File: src/rtl/qsf_defs.svh
// constants of the quad serial flash sequencer
// assumes a 200 MHz core clock; included by the sequencer and the bench
`ifndef QSF_DEFS_SVH
`define QSF_DEFS_SVH

`define QSF_CMD_BITS      6'd8
`define QSF_ADDR_BITS     6'd24
`define QSF_CX_EXT        (6'd7 + `QSF_ADDR_BITS)
`define QSF_CX_QUAD       (6'd1 + `QSF_ADDR_BITS / 6'd4)
`define QSF_RW_LAST_EXT   6'd23
`define QSF_RW_LAST_QUAD  6'd5
`define QSF_STEP_EXT      6'd1
`define QSF_STEP_QUAD     6'd4
`define QSF_BYTE_LAST_EXT 4'd7
`define QSF_BYTE_LAST_Q   4'd1
`define QSF_DUMMY_EXT     4'd8
`define QSF_DUMMY_QUAD    4'd10
`define QSF_LOCK_RD_OP    8'he8
`define QSF_LOCK_WR_OP    8'he5
`define QSF_OE_IDLE       4'hc
`define QSF_OE_EXT        4'hd
`define QSF_OE_QUAD_OUT   4'hf
`define QSF_OE_QUAD_IN    4'h0
`define QSF_EXT_HI_LANES  3'h6
`define QSF_CLK_PERIOD_NS 5
`define QSF_CS_HIGH_NS    50
`define QSF_CS_HIGH_CYC   ((`QSF_CS_HIGH_NS + `QSF_CLK_PERIOD_NS - 1) / `QSF_CLK_PERIOD_NS)

`endif

File: src/rtl/qsf_pkg.sv
// types shared by the quad serial flash sequencer
// assumes nothing beyond a SystemVerilog compiler
package qsf_pkg;

  typedef enum logic [5:0] {
    qsf_st_idle  = 6'h01,
    qsf_st_shift = 6'h02,
    qsf_st_dummy = 6'h04,
    qsf_st_wdata = 6'h08,
    qsf_st_rdata = 6'h10,
    qsf_st_gap   = 6'h20
  } qsf_state_t;

  typedef enum logic [1:0] {
    qsf_reg_rd    = 2'h0,
    qsf_reg_wr    = 2'h1,
    qsf_fast_rd   = 2'h2,
    qsf_page_prog = 2'h3
  } qsf_kind_t;

endpackage

File: src/rtl/qsf_fifo.sv
// fifo of received flash bytes, registered read port
// assumes one clock, synchronous active high reset, DEPTH a power of two
`timescale 1ns/10ps
module qsf_fifo #(
  parameter int WIDTH = 8,
  parameter int DEPTH = 16
) (
  input  wire logic             core_clk_in,
  input  wire logic             rst_in,
  input  wire logic             in_valid_in,
  output logic                  in_ready_out,
  input  wire logic [WIDTH-1:0] in_data_in,
  output logic                  out_valid_out,
  input  wire logic             out_ready_in,
  output logic [WIDTH-1:0]      out_data_out
);
  localparam int AW = $clog2(DEPTH);
  localparam logic [AW:0] FULL = (AW+1)'(DEPTH);

  typedef struct packed {
    logic [DEPTH-1:0][WIDTH-1:0] mem;
    logic [AW-1:0]               wr_ptr;
    logic [AW-1:0]               rd_ptr;
    logic [AW:0]                 count;
    logic                        out_valid;
    logic [WIDTH-1:0]            out_data;
  } qsf_fifo_st_t;

  qsf_fifo_st_t st;
  qsf_fifo_st_t next_st;
  logic         push;
  logic         pop;

  always_comb begin
    next_st = st;
    push    = in_valid_in && (st.count != FULL);
    pop     = (st.count != '0) && (!st.out_valid || out_ready_in);
    if (out_ready_in) begin
      next_st.out_valid = 1'b0;
    end
    if (pop) begin
      next_st.out_data  = st.mem[st.rd_ptr];
      next_st.out_valid = 1'b1;
      next_st.rd_ptr    = st.rd_ptr + 1'b1;
    end
    if (push) begin
      next_st.mem[st.wr_ptr] = in_data_in;
      next_st.wr_ptr         = st.wr_ptr + 1'b1;
    end
    next_st.count = st.count + (AW+1)'(push) - (AW+1)'(pop);
  end

  always_ff @(posedge core_clk_in) begin
    if (rst_in) begin
      st <= '0;
    end else begin
      st <= next_st;
    end
  end

  assign in_ready_out  = (st.count != FULL);
  assign out_valid_out = st.out_valid;
  assign out_data_out  = st.out_data;
endmodule

File: src/rtl/qsf_seq.sv
// quad serial flash sequencer: register and memory commands to a serial NOR flash
// assumes a 200 MHz core clock, flash in spi mode 0, one command at a time
// Contract
// RULE_01 - all register reads except lock read
// RULE_02 - config register bytes arrive low byte first
// RULE_03 - all register writes except lock write
// RULE_04 - register write ends position 23 or 5
// RULE_05 - config register write sends low byte first
// RULE_06 - 24-bit address sent bit 23 first
// RULE_07 - extended command plus address ends at 31
// RULE_08 - quad command plus address ends at 1+24/4
// RULE_09 - fast read: command, address, flash data
// RULE_10 - page program: command, address, device data
// RULE_11 - chip select low whole frame, high between
`timescale 1ns/10ps
`include "qsf_defs.svh"
module qsf_seq #(
  parameter int DIV        = 4,
  parameter int LEN_W      = 9,
  parameter int FIFO_DEPTH = 16
) (
  input  wire logic               core_clk_in,
  input  wire logic               rst_in,
  input  wire logic               cmd_valid_in,
  output logic                    cmd_ready_out,
  input  wire qsf_pkg::qsf_kind_t cmd_kind_in,
  input  wire logic               cmd_quad_in,
  input  wire logic [7:0]         cmd_opcode_in,
  input  wire logic [23:0]        cmd_addr_in,
  input  wire logic [LEN_W-1:0]   cmd_len_in,
  input  wire logic [15:0]        cmd_reg_data_in,
  output logic                    cmd_done_out,
  output logic                    cmd_err_out,
  input  wire logic               wr_valid_in,
  output logic                    wr_ready_out,
  input  wire logic [7:0]         wr_data_in,
  output logic                    rd_valid_out,
  input  wire logic               rd_ready_in,
  output logic [7:0]              rd_data_out,
  output logic                    sck_out,
  output logic                    cs_n_out,
  output logic [3:0]              dq_out,
  output logic [3:0]              dq_oe_out,
  input  wire logic [3:0]         dq_in
);
  localparam logic [7:0] DIV_LAST = 8'(DIV - 1);
  localparam logic [3:0] GAP_LAST = 4'(`QSF_CS_HIGH_CYC - 1);

  typedef struct packed {
    qsf_pkg::qsf_state_t state;
    qsf_pkg::qsf_kind_t  kind;
    logic                quad;
    logic [LEN_W-1:0]    len;
    logic [5:0]          pos;
    logic [5:0]          last;
    logic [3:0]          bitc;
    logic [7:0]          div;
    logic [3:0]          gap;
    logic                sck;
    logic                cs_n;
    logic [3:0]          dq_o;
    logic [3:0]          dq_oe;
    logic [31:0]         sh;
    logic [7:0]          rx;
    logic [7:0]          wbuf;
    logic                wbuf_full;
    logic                wr_rdy;
    logic                cmd_rdy;
    logic                push;
    logic                done;
    logic                err;
    logic [3:0]          sync1;
    logic [3:0]          sync2;
  } qsf_seq_st_t;

  qsf_seq_st_t st;
  qsf_seq_st_t next_st;
  logic        fifo_ready;
  logic        accept;
  logic        lock_cmd;
  logic        tick;
  logic        byte_end;
  logic        need_byte;

  function automatic logic [5:0] step(input logic quad);
    step = quad ? `QSF_STEP_QUAD : `QSF_STEP_EXT;
  endfunction

  function automatic logic [3:0] lanes(input logic [31:0] sh, input logic quad);
    lanes = quad ? sh[31:28] : {`QSF_EXT_HI_LANES, sh[31]};
  endfunction

  function automatic logic [3:0] out_oe(input logic quad);
    out_oe = quad ? `QSF_OE_QUAD_OUT : `QSF_OE_EXT;
  endfunction

  function automatic logic [3:0] in_oe(input logic quad);
    in_oe = quad ? `QSF_OE_QUAD_IN : `QSF_OE_EXT;
  endfunction

  // command phase end position per command kind and lane mode
  function automatic logic [5:0] last_pos(input qsf_pkg::qsf_kind_t kind, input logic quad);
    case (kind)
      qsf_pkg::qsf_reg_wr: last_pos = quad ? `QSF_RW_LAST_QUAD : `QSF_RW_LAST_EXT;
      qsf_pkg::qsf_reg_rd: last_pos = `QSF_CMD_BITS / step(quad) - 6'd1;
      default:             last_pos = quad ? `QSF_CX_QUAD : `QSF_CX_EXT;
    endcase
  endfunction

  always_comb begin
    next_st       = st;
    next_st.sync1 = dq_in;
    next_st.sync2 = st.sync1;
    next_st.push  = 1'b0;
    next_st.done  = 1'b0;
    next_st.err   = 1'b0;
    accept        = cmd_valid_in && st.cmd_rdy;
    lock_cmd      = (cmd_kind_in == qsf_pkg::qsf_reg_rd && cmd_opcode_in == `QSF_LOCK_RD_OP) ||
                    (cmd_kind_in == qsf_pkg::qsf_reg_wr && cmd_opcode_in == `QSF_LOCK_WR_OP);
    tick          = (st.div == DIV_LAST);
    byte_end      = st.bitc == (st.quad ? `QSF_BYTE_LAST_Q : `QSF_BYTE_LAST_EXT);
    need_byte     = (st.state == qsf_pkg::qsf_st_shift && st.pos == st.last &&
                     st.kind == qsf_pkg::qsf_page_prog) ||
                    (st.state == qsf_pkg::qsf_st_wdata && byte_end && st.len != LEN_W'(1));
    if (wr_valid_in && st.wr_rdy) begin
      next_st.wbuf      = wr_data_in;
      next_st.wbuf_full = 1'b1;
      next_st.wr_rdy    = 1'b0;
    end
    case (st.state)
      qsf_pkg::qsf_st_idle: begin
        next_st.div = '0;
        if (accept) begin
          if (lock_cmd) begin
            // RULE_01 lock read refused
            // RULE_03 lock write refused
            next_st.err = 1'b1;
          end else begin
            next_st.state   = qsf_pkg::qsf_st_shift;
            next_st.cmd_rdy = 1'b0;
            next_st.kind    = cmd_kind_in;
            next_st.quad    = cmd_quad_in;
            next_st.len     = (cmd_len_in == '0) ? LEN_W'(1) : cmd_len_in;
            next_st.pos     = '0;
            next_st.bitc    = '0;
            next_st.last    = last_pos(cmd_kind_in, cmd_quad_in);
            // RULE_11 select for whole frame
            next_st.cs_n    = 1'b0;
            case (cmd_kind_in)
              // RULE_05 low byte first
              qsf_pkg::qsf_reg_wr: next_st.sh = {cmd_opcode_in, cmd_reg_data_in[7:0],
                                                 cmd_reg_data_in[15:8], 8'h00};
              qsf_pkg::qsf_reg_rd: next_st.sh = {cmd_opcode_in, 24'h000000};
              // RULE_06 address msb first
              default:             next_st.sh = {cmd_opcode_in, cmd_addr_in};
            endcase
            next_st.dq_o  = lanes(next_st.sh, cmd_quad_in);
            next_st.dq_oe = out_oe(cmd_quad_in);
          end
        end
      end
      qsf_pkg::qsf_st_gap: begin
        next_st.gap = st.gap + 4'h1;
        if (st.gap == GAP_LAST) begin
          next_st.state   = qsf_pkg::qsf_st_idle;
          next_st.cmd_rdy = 1'b1;
        end
      end
      default: begin
        next_st.div = tick ? '0 : st.div + 8'h01;
        if (tick && !st.sck) begin
          // hold clock low while the read fifo has no room
          if (!(st.state == qsf_pkg::qsf_st_rdata && st.bitc == '0 && !fifo_ready)) begin
            next_st.sck = 1'b1;
          end
        end else if (tick && (!need_byte || st.wbuf_full)) begin
          next_st.sck  = 1'b0;
          next_st.pos  = st.pos + 6'h01;
          next_st.bitc = st.bitc + 4'h1;
          case (st.state)
            qsf_pkg::qsf_st_shift: begin
              // RULE_04 register write length
              // RULE_07 extended cx
              // RULE_08 quad cx
              if (st.pos == st.last) begin
                next_st.bitc = '0;
                case (st.kind)
                  qsf_pkg::qsf_fast_rd: begin
                    next_st.state = qsf_pkg::qsf_st_dummy;
                    next_st.dq_oe = in_oe(st.quad);
                  end
                  qsf_pkg::qsf_page_prog: begin
                    next_st.state     = qsf_pkg::qsf_st_wdata;
                    next_st.sh        = {st.wbuf, 24'h000000};
                    next_st.wbuf_full = 1'b0;
                    next_st.wr_rdy    = 1'b1;
                    next_st.dq_o      = lanes(next_st.sh, st.quad);
                  end
                  qsf_pkg::qsf_reg_rd: begin
                    next_st.state = qsf_pkg::qsf_st_rdata;
                    next_st.dq_oe = in_oe(st.quad);
                  end
                  default: begin
                    next_st.state = qsf_pkg::qsf_st_gap;
                  end
                endcase
              end else begin
                next_st.sh   = st.sh << step(st.quad);
                next_st.dq_o = lanes(next_st.sh, st.quad);
              end
            end
            qsf_pkg::qsf_st_dummy: begin
              if (st.bitc == (st.quad ? `QSF_DUMMY_QUAD : `QSF_DUMMY_EXT) - 4'h1) begin
                next_st.bitc  = '0;
                next_st.state = qsf_pkg::qsf_st_rdata;
              end
            end
            qsf_pkg::qsf_st_rdata: begin
              // RULE_09 flash data sampled in
              // RULE_02 bytes kept in arrival order
              next_st.rx = st.quad ? {st.rx[3:0], st.sync2} : {st.rx[6:0], st.sync2[1]};
              if (byte_end) begin
                next_st.bitc = '0;
                next_st.push = 1'b1;
                next_st.len  = st.len - LEN_W'(1);
                if (st.len == LEN_W'(1)) begin
                  next_st.state = qsf_pkg::qsf_st_gap;
                end
              end
            end
            default: begin
              // RULE_10 page data driven out
              if (byte_end) begin
                next_st.bitc = '0;
                if (st.len == LEN_W'(1)) begin
                  next_st.state = qsf_pkg::qsf_st_gap;
                end else begin
                  next_st.len       = st.len - LEN_W'(1);
                  next_st.sh        = {st.wbuf, 24'h000000};
                  next_st.wbuf_full = 1'b0;
                  next_st.wr_rdy    = 1'b1;
                  next_st.dq_o      = lanes(next_st.sh, st.quad);
                end
              end else begin
                next_st.sh   = st.sh << step(st.quad);
                next_st.dq_o = lanes(next_st.sh, st.quad);
              end
            end
          endcase
          // RULE_11 deselect between frames
          if (next_st.state == qsf_pkg::qsf_st_gap) begin
            next_st.cs_n  = 1'b1;
            next_st.gap   = '0;
            next_st.done  = 1'b1;
            next_st.dq_o  = `QSF_OE_IDLE;
            next_st.dq_oe = `QSF_OE_IDLE;
          end
        end
      end
    endcase
  end

  always_ff @(posedge core_clk_in) begin
    if (rst_in) begin
      st         <= '0;
      st.state   <= qsf_pkg::qsf_st_idle;
      st.cs_n    <= 1'b1;
      st.cmd_rdy <= 1'b1;
      st.wr_rdy  <= 1'b1;
      st.dq_o    <= `QSF_OE_IDLE;
      st.dq_oe   <= `QSF_OE_IDLE;
    end else begin
      st <= next_st;
    end
  end

  qsf_fifo #(
    .WIDTH (8),
    .DEPTH (FIFO_DEPTH)
  ) u_rx_fifo (
    .core_clk_in   (core_clk_in),
    .rst_in        (rst_in),
    .in_valid_in   (st.push),
    .in_ready_out  (fifo_ready),
    .in_data_in    (st.rx),
    .out_valid_out (rd_valid_out),
    .out_ready_in  (rd_ready_in),
    .out_data_out  (rd_data_out)
  );

  assign cmd_ready_out = st.cmd_rdy;
  assign cmd_done_out  = st.done;
  assign cmd_err_out   = st.err;
  assign wr_ready_out  = st.wr_rdy;
  assign sck_out       = st.sck;
  assign cs_n_out      = st.cs_n;
  assign dq_out        = st.dq_o;
  assign dq_oe_out     = st.dq_oe;
endmodule

File: config.mk
export PLATFORM = sky130hd
export DESIGN_NAME = qsf_seq
export DESIGN_NICKNAME = d
export VERILOG_FILES = /design/src/rtl/qsf_pkg.sv /design/src/rtl/qsf_fifo.sv /design/src/rtl/qsf_seq.sv
export VERILOG_INCLUDE_DIRS = /design/src /design/src/rtl
export SDC_FILE = /design/constraint.sdc
export NUM_CORES = 1
export LEC_CHECK = 0
export BUFFER_PORTS_ARGS = -buffer_cell sky130_fd_sc_hd__buf_2
export CORE_ASPECT_RATIO = 0.5
export CORE_UTILIZATION = 25
export DETAILED_ROUTE_END_ITERATION = 7
export GPL_TIMING_DRIVEN = 0
export PLACE_DENSITY_LB_ADDON = 0.1
export SYNTH_ARGS = -nofsm -noshare
export SYNTH_HDL_FRONTEND = slang
export SYNTH_SLANG_ARGS = --single-unit
export TNS_END_PERCENT = 5
File: constraint.sdc
create_clock -name core_clk_in -period 2.8 [get_ports core_clk_in]
set_clock_uncertainty 0.15 [all_clocks]
set_input_delay 0.56 -clock core_clk_in [delete_from_list [all_inputs] [get_ports core_clk_in]]
set_output_delay 0.56 -clock core_clk_in [all_outputs]
set_load 0.02 [all_outputs]
==> results of run 1 <==
-- sequential cells by signal, summed over array words and instances, names as in the netlist --
| register | flops |
|---|---|
| cmd_err_out | 1 |
| dq_oe_out | 3 |
| u_rx_fifo.st | 141 |
| sck_out | 1 |
| cmd_done_out | 1 |
| cmd_ready_out | 1 |
| u_rx_fifo.out_data_out | 8 |
| next_st | 4 |
| wr_ready_out | 1 |
| cs_n_out | 1 |
| dq_out | 4 |
| st | 98 |
| u_rx_fifo.out_valid_out | 1 |
-- metal layers --
metal  vias to the layer above  wire [um]  track usage (%)  share of wire, %
met4                         0        822             3.66               1.9
li1                       5155          -                -                 -
met2                       234      20100             27.4                47
met5                         -          0                0                 0
met3                        54       1660             2.50               3.9
met1                      5326      20300             22.4                47
-- kinds of logic after synthesis --
kind of cell    Yosys count  share of synthesized area [%]
xor+xnor                 24                           1.63
mux                     218                           21.1
fa+ha+maj                20                           2.00
buf+inv                 142                           5.05
compound gates          213                           11.8
simple gates            470                           17.3
flops                   265                           41.2
-- critical path: stages, from the launching register on --
cell and delay, ns:
dfxtp_1 0.34, xor2_1 0.22, or4_4 0.61, o21ai_2 0.21, a21oi_1 0.14, or4_4 0.57, buf_6 0.18, nor3b_1 0.14
o31a_1 0.23
-- final timing paths --
path / from / end
worst max register to register: st[92]$_SDFFE_PP0P_ / dq_oe_out[0]$_SDFFE_PP0P_
worst min-delay path: dq_in[3] / next_st[3]$_SDFF_PP0_
worst min register to register: next_st[2]$_SDFF_PP0_ / st[2]$_SDFF_PP0_
worst max-delay path: st[92]$_SDFFE_PP0P_ / dq_oe_out[0]$_SDFFE_PP0P_
-- report_power, final --
part / internal (W) / switching [W]
Sequential: 0.00405 / 0.000249
Clock: 0.00257 / 0.00170
Combinational: 0.00140 / 0.00205
Total: 0.00802 / 0.00399
-- stage by stage --
stage	utilization [%]	cells	worst slack [ns]	power (W)	setup TNS, ns
floorplan	-	1352	0.0338	0.00658	0
global placement	28.2	2140	-0.781	0.00755	-68.65
detailed placement	28.2	2140	-0.742	0.00755	-66.45
CTS	30.8	2201	-0.0815	0.0121	-0.471
global route	31.1	2206	-0.209	0.0127	-3.33
finish	31.1	2206	-0.102	0.0120	-0.489
-- cells in the final DEF, fill, tap and decap left out, types with 20 or more instances in the layout --
cell type	synthesis	layout
clkbuf_1	70	57
buf_4	17	39
nand3_1	33	27
mux2_2	20	20
mux4_2	41	41
buf_2	13	105
clkbuf_16	0	29
nor2_1	255	252
o21ai_0	39	36
nor3_1	24	22
mux2i_1	157	157
nand2_1	54	50
dfxtp_1	265	263
a211oi_1	34	33
a21oi_1	52	50
nor2b_1	24	22
inv_1	21	21
-- what timing repair did --
item	CTS	global route
setup buffers	7	6
gates resized for setup	71	45
pin swaps	8	8
endpoints found under the setup margin	165	159
hold buffers	0	0
cloned	0	0
hold endpoints to repair	0	0
-- final cells by class --
type | instances | area [um^2] | area share, %
timing repair buffer | 111 | 588 | 3.74
inverter | 22 | 82.6 | 0.525
multi-input combinational | 945 | 7200 | 45.7
buffer | 119 | 651 | 4.13
tap | 690 | 863 | 5.49
clock inverter | 15 | 241 | 1.53
clock buffer | 39 | 803 | 5.10
sequential | 265 | 5310 | 33.7
==> metrics.cfg, run 1 <==
[outcome]
failed_checks=setup timing
status=finished with violations

[yosys]
yosys.area.top_type=dfxtp_1
synth_ff_type=dfxtp_1
syn_inst=1352
synth.top_cell.area_share_pct=41.2
synth_area_leaders=dfxtp_1, mux2i_1, nor2_1
synth_area_mm2=0.0129
synth_edf_count=0
yosysMostFrequentCell=dfxtp_1
synth_nets=1449
yosysWarnings=0
async_flop_share_pct=0
ys_seq_area_share_pct=41.2
syn_avg_cell_area_um2=9.53
yosys-top-cells-count=dfxtp_1, nor2_1, mux2i_1, clkbuf_1, nand2_1
ys_types=76
ys_ff_latch=265

[pwr]
ir_drop_uv=488
powerDensity_mw_per_mm2=763
leakagePower_nw=6.68

[sta]
hold_viol=0
rsz0062_at_grt=true
tightest_slew_ns=0.948
fmax_mhz=345
slew_headroom_pct=36.8
setup_slack_ns=-0.102
min_period_over_period_pct=104
min_period_ns=2.90
final_max_slew_viol_count=0
finalSetupViolations=11
hold_slack_ns=0.0492

[routing]
viasPerCell=4.88
first_iter_violations=701
drc=0
detail_route.first_pass.iterations=6
via_count=10800
post_drt_wl_per_cell_um=19.5
drt_wl_total_mm=42.9
detail-route-antenna-nets=0

[global_route]
grt_max_degree=15
grt_usage_pct=16.4
overflow=0
antenna_found_initial=0
grt_pass1_wl_mm=66.0
grt_pass1_vias=10700

[floorplan]
fp-row-count=58
dieArea_mm2=0.0525
dieHeight_um=163
fp.coreArea_mm2=0.0506
start_util_pct=25.5
dieWidth_um=323
io_pins=100

[job]
max_cap_violations=0

[clocking]
clkTransAtPathRegs_ns=0.07
cts_max_path_buffers=3
cts_root_buf=clkbuf_16
h-tree-depth=1
insertion_delay_ns=0.57
cts_buffers=29
cts_tree=yes
clkSinkCount=265

[hold_path]
min_path_type=in -> reg
whs_path_depth=2

[setup_path]
cp-end-kind=flop
r2r_cells=8
path_class=reg -> reg
crit_arrival_ns=3.21
r2r_slack_ns=-0.10
critPathMaxFanout=10
critical_path_required_ns=3.11
start_kind=flop

[cells_and_area]
antenna_cells=0
fill_cells=5322
drive_gt1_share_pct=22.2
fin_nets=1590
syn_to_final_growth_pct=22.1
design_area_mm2=0.0157

[placed_design]
dp_hpwl_mm=31.2
globalplace.congestion=0.851
io_buffers=98
postPlaceCellArea_mm2=0.0142

(Power assumes the default switching activity.)
==> run 2: changes to the inputs <==
- CTS_BUF_LIST: default -> sky130_fd_sc_hd__clkbuf_8
==> run 2 against run 1 <==
The run still ends with setup timing left. Cell count is 1.2% higher. Register-to-register slack improved by 0.05 ns. Clock power decreased by 12%. Global-route usage grew 0.19 points. Critical path depth shrank 1. Count of clock-buffer cells in the layout grew 15. Worst setup slack improved by 0.046 ns. First-iteration DRC count unchanged. Non-clock buffer count rose by 4. Critical path type unchanged.
==> metrics.cfg, run 2 (synthesis gave the netlist of run 1 again) <==
[outcome]
status=finished with violations
failed_checks=setup timing

[clocking]
cts_root_buf=clkbuf_8
cts_tree=yes
cts_buffers=44  ; +52%
h-tree-depth=2  ; +1
clkTransAtPathRegs_ns=0.07  ; about the same
clkSinkCount=265  ; unchanged
insertion_delay_ns=0.60  ; +0.03 ns
cts_max_path_buffers=3  ; unchanged

[cells_and_area]
largest_register_ffs=141  ; unchanged
fin_nets=1609  ; +1.2%
stdcell_count=2233  ; +1.2%
drive_gt1_share_pct=23.5  ; +1.3 points
syn_to_final_growth_pct=22.2  ; about the same
antenna_cells=0  ; unchanged
layout_commonest_cell=dfxtp_1
fill_cells=5341  ; +0.36%
largest-register=u_rx_fifo.st
final_cell_mix=dfxtp_1, nor2_1, mux2i_1, buf_2, clkbuf_8

[setup_path]
r2r_cells=7  ; -1
r2r_slack_ns=-0.06  ; +0.05 ns
crit_arrival_ns=3.20  ; about the same
r2r_end=dq_oe_out[0]$_SDFFE_PP0P_
critical_path_required_ns=3.14  ; +0.03 ns
path_class=reg -> reg
worstReg2RegStart=st[92]$_SDFFE_PP0P_
critPathMaxFanout=5  ; -5
start_kind=flop
cp-end-kind=flop

[global_route]
grt_usage_pct=16.6  ; +0.19 points
grt_pass1_wl_mm=66.5  ; +0.75%
grt_pass1_vias=10900  ; +1.3%
grt_max_degree=13  ; -2
overflow=0  ; unchanged
antenna_found_initial=0  ; unchanged

[floorplan]
start_util_pct=25.5  ; unchanged
dieArea_mm2=0.0525  ; unchanged
dieHeight_um=163  ; unchanged
fp-row-count=58  ; unchanged
fp.coreArea_mm2=0.0506  ; unchanged
io_pins=100  ; unchanged
dieWidth_um=323  ; unchanged

[placed_design]
globalplace.congestion=0.851  ; unchanged
io_buffers=98  ; unchanged
preCtsSetupSlack_ns=-0.742  ; unchanged
placedCellCount=2140  ; unchanged
dp_hpwl_mm=31.2  ; unchanged

[sta]
hold_viol=0  ; unchanged
slew_headroom_pct=41.0  ; +4.2 points
min_period_over_period_pct=102  ; -1.6 points
final_max_slew_viol_count=0  ; unchanged
tightest_slew_ns=0.886  ; -0.0624 ns
rsz0062_at_grt=true
min_period_ns=2.86  ; -0.0460 ns
setup_slack_ns=-0.0560  ; +0.0460 ns
finalSetupViolations=3  ; -8
fmax_mhz=350  ; +1.6%

[routing]
first_iter_violations=701  ; unchanged
viasPerCell=4.90  ; +0.30%
via_count=10900  ; +1.5%
detail_route.first_pass.iterations=7  ; +1
detail-route-antenna-nets=0  ; unchanged
post_drt_wl_per_cell_um=19.5  ; about the same
drt_wl_total_mm=43.4  ; +1.2%
drc=0  ; unchanged

[pwr]
leakagePower_nw=6.74  ; +0.75%
ir_drop_uv=423  ; -13%
powerDensity_mw_per_mm2=731  ; -4.2%
p_total_w=0.0115  ; -4.1%

[hold_path]
whs_endpoint=next_st[1]$_SDFF_PP0_
min_path_type=in -> reg
whs_path_depth=2  ; unchanged
hp-start=dq_in[1]

[job]
max_cap_violations=0  ; unchanged

==> run 2: changes by cell type in the layout (fill, tap and decap cells not counted), sizes merged <==
cell and change:
buf +3, bufinv -3, clkbuf +13, clkinv -1, clkinvlp +1, dlygate4sd3 +3, inv +11
==> run 2: layer usage <==
layer	share of wire (%)	vias to the layer above	global-route usage [%]	routed length (um)
li1	-	5188	-	-
met1	47	5389	22.4	20300
met2	46	281	27.1	20000
met3	4.6	75	2.82	2000
met4	2.6	0	5.00	1150
met5	0	-	0	0
==> run 2: how the worst max path moves through the flow <==
stage | slack (ns) | start | endpoint | cells past startpoint
global route | -0.14 | st[97]$_SDFFE_PP0P_ | dq_out[1]$_SDFFE_PP0P_ | 8
floorplan | 0.03 | u_rx_fifo.st[12]$_SDFF_PP0_ | u_rx_fifo.st[13]$_SDFF_PP0_ | 15
detailed placement | -0.74 | cmd_kind_in[1] | dq_out[0]$_SDFFE_PP0P_ | 8
global placement | -0.78 | st[113]$_SDFFE_PP0P_ | st[100]$_SDFFE_PP0P_ | 8
CTS | -0.12 | u_rx_fifo.st[12]$_SDFF_PP0_ | u_rx_fifo.st[13]$_SDFF_PP0_ | 15
finish | -0.06 | st[92]$_SDFFE_PP0P_ | dq_oe_out[0]$_SDFFE_PP0P_ | 7
==> run 2: power by group <==
part	internal (W)	switching, W
Clock	0.00202	0.00172
Sequential	0.00405	0.000251
Combinational	0.00140	0.00207
Total	0.00747	0.00404
==> run 2: cell type report <==
class | count | area (um^2) | area share (%)
Timing Repair Buffer | 116 | 633 | 4.02
Tap cell | 690 | 863 | 5.48
Buffer | 118 | 642 | 4.08
Inverter | 22 | 82.6 | 0.524
Clock inverter | 23 | 190 | 1.21
Multi-Input combinational cell | 945 | 7280 | 46.2
Sequential cell | 265 | 5310 | 33.7
Clock buffer | 54 | 743 | 4.72
==> run 2: worst max-delay path, cell delays in order (launching register included) <==
cell and delay [ns]:
dfxtp_2 0.35, xor2_2 0.20, or4_4 0.61, nor3_4 0.24
a211oi_4 0.11, or4_4 0.54, a21o_1 0.26, o31a_1 0.28
==> run 2: timing repair <==
item                                    4_1_cts  5_1_grt
setup buffers                                 5       10
resized for setup                            70       65
hold buffers                                  3        0
endpoints found under the hold margin         3        0
endpoints found under the setup margin      160      165
pin swaps                                     7        8
==> run 2: through the flow <==
stage	hold WS, ns	TNS [ns]	utilization (%)	area, um^2
2_1_floorplan	0.264	0	-	12900
3_3_place_gp	0.290	-68.65	28.2	14200
3_5_place_dp	0.278	-66.45	28.2	14200
4_1_cts	0.00976	-0.655	30.6	15500
5_1_grt	0.0287	-2.99	31.1	15700
6_report	0.0439	-0.0921	31.1	15700
==> run 3: changes to the inputs <==
- HOLD_SLACK_MARGIN: default -> 0.02
- RECOVER_POWER: default -> 100
==> run 3 against run 2 <==
Sequential power barely moved. Combinational power fell by 1%. Largest power group unchanged. Worst setup slack improved by 0.0046 ns. Count of clock-buffer cells in the layout did not move. Wire length barely moved. Die area did not move. Utilization fell by 0.13 points. The run still ends with setup timing left. Hold slack improved by 0.038 ns. Critical endpoint unchanged. Non-clock buffer count rose by 1. First-iteration DRC count fell by 1.6%. Global-route usage did not move. Highest routed layer unchanged.
==> metrics.cfg, run 3 (synthesis gave the netlist of run 1 again) <==
[outcome]
status=finished with violations
failed_checks=setup timing

[setup_path]
worstReg2RegStart=st[92]$_SDFFE_PP0P_
critPathMaxFanout=9  ; +4
r2r_cells=8  ; +1
crit_arrival_ns=3.19  ; about the same
critical_path_required_ns=3.14  ; about the same
crit_start=st[92]$_SDFFE_PP0P_
r2r_slack_ns=-0.05  ; about the same
r2r_end=dq_oe_out[0]$_SDFFE_PP0P_
path_class=reg -> reg
start_kind=flop
cp-end-kind=flop

[cells_and_area]
syn_to_final_growth_pct=21.7
antenna_cells=0  ; unchanged
fin_nets=1610  ; +0.062%
fin_util_pct=31.0  ; -0.13 points
largest_register_ffs=141  ; unchanged
design_area_mm2=0.0157  ; -0.42%
layout_commonest_cell=dfxtp_1
fill_cells=5352  ; +0.21%
drive_gt1_share_pct=21.7  ; -1.8 points
largest-register=u_rx_fifo.st
stdcell_count=2234  ; +0.045%
final_cell_mix=dfxtp_1, nor2_1, mux2i_1, buf_2, clkbuf_1

[placed_design]
globalplace.congestion=0.851  ; unchanged
placedCellCount=2140  ; unchanged
dp_hpwl_mm=31.2  ; unchanged
postPlaceCellArea_mm2=0.0142  ; unchanged
io_buffers=98  ; unchanged

[pwr]
powerDensity_mw_per_mm2=731  ; about the same
leakagePower_nw=6.63  ; -1.6%
ir_drop_uv=425  ; +0.53%
p_total_w=0.0115  ; -0.42%

[floorplan]
io_pins=100  ; unchanged
fp-row-count=58  ; unchanged
dieWidth_um=323  ; unchanged
start_util_pct=25.5  ; unchanged
dieHeight_um=163  ; unchanged
fp.coreArea_mm2=0.0506  ; unchanged
dieArea_mm2=0.0525  ; unchanged

[global_route]
grt_max_degree=13  ; unchanged
grt_use_met2_pct=27.1  ; unchanged
grt_pass1_wl_mm=66.5  ; unchanged
grt_pass1_vias=10900  ; unchanged
overflow=0  ; unchanged
met1_usage_pct=22.4  ; unchanged
busiest_layer=met2
grt_usage_pct=16.6  ; unchanged
gr-usage-met3_pct=2.82  ; unchanged
antenna_found_initial=0  ; unchanged

[routing]
detail_route.first_pass.iterations=8  ; +1
first_iter_violations=690  ; -1.6%
drc=0  ; unchanged
drt_wl_total_mm=43.4  ; about the same
detail-route-antenna-nets=0  ; unchanged
via_count=10900  ; -0.54%
viasPerCell=4.87  ; -0.58%
post_drt_wl_per_cell_um=19.4  ; about the same

[clocking]
h-tree-depth=2  ; unchanged
cts_root_buf=clkbuf_8
insertion_delay_ns=0.60  ; about the same
cts_tree=yes
cts_max_path_buffers=3  ; unchanged
cts_buffers=44  ; unchanged
clkSinkCount=265  ; unchanged
clkTransAtPathRegs_ns=0.07  ; about the same

[sta]
finalSetupViolations=3  ; unchanged
rsz0062_at_grt=true
hold_viol=0  ; unchanged
min_period_ns=2.85  ; -0.00459 ns
setup_slack_ns=-0.0514  ; +0.00459 ns
fmax_mhz=351  ; +0.16%
min_period_over_period_pct=102  ; -0.16 points
hold_slack_ns=0.0815  ; +0.0377 ns
final_max_slew_viol_count=0  ; unchanged
tightest_slew_ns=0.935  ; +0.0494 ns
slew_headroom_pct=37.7  ; -3.3 points

[job]
max_cap_violations=0  ; unchanged

[hold_path]
min_path_type=in -> reg
whs_path_depth=3  ; +1
whs_endpoint=st[14]$_SDFFE_PP0P_
hp-start=wr_data_in[0]

==> run 3: changes by cell type in the layout (fill, tap and decap cells not counted), sizes merged <==
cell         previous run  this run
buf                   167       135
clkbuf                118       150
dlygate4sd3             3         4
==> run 3: worst max path at each step <==
stage,endpoint,cells after the start
after detailed placement,dq_out[0]$_SDFFE_PP0P_,8
after CTS,u_rx_fifo.st[13]$_SDFF_PP0_,15
after global routing,dq_out[1]$_SDFFE_PP0P_,8
final,dq_oe_out[0]$_SDFFE_PP0P_,8
after floorplan,u_rx_fifo.st[13]$_SDFF_PP0_,15
after global placement,st[100]$_SDFFE_PP0P_,8
==> run 3: critical path, cell delays in order, from the launching register on <==
cell	delay (ns)
dfxtp_2	0.34
xor2_2	0.20
or4_4	0.61
nor3_4	0.24
a211oi_4	0.11
or4_4	0.54
buf_12	0.18
nor3b_1	0.13
o31a_1	0.23
==> run 3: layout make-up <==
class | instances | area [um^2] | area share, %
clock inverters | 23 | 190 | 1.21
well taps | 690 | 863 | 5.51
flip-flops and latches | 265 | 5310 | 33.9
clock buffers | 54 | 743 | 4.74
plain buffers | 118 | 632 | 4.03
repair buffers | 117 | 596 | 3.80
multi-input cells | 945 | 7260 | 46.3
inverters | 22 | 82.6 | 0.527
==> run 3: layer usage <==
metal / vias to the layer above / part of all wire, %
met3: 75 / 4.4
met1: 5370 / 47
met4: 0 / 2.6
met2: 250 / 46
met5: - / 0
li1: 5179 / -
==> run 3: where the power goes <==
group	internal (W)	switching, W
combinational	0.00136	0.00207
sequential	0.00405	0.000244
clock	0.00202	0.00172
total	0.00743	0.00403
==> run 3: through the flow <==
stage	setup TNS [ns]	setup slack, ns
floorplan	0	0.0338
global placement	-68.65	-0.781
detailed placement	-66.45	-0.742
CTS	-0.655	-0.120
global route	-4.29	-0.144
finish	-0.0764	-0.0514
==> run 3: timing repair <==
action,CTS,global route
pin swaps,7,8
hold buffers,4,0
hold endpoints to repair,4,0
endpoints found under the setup margin,160,165
resized for setup,70,65
setup buffers,5,10
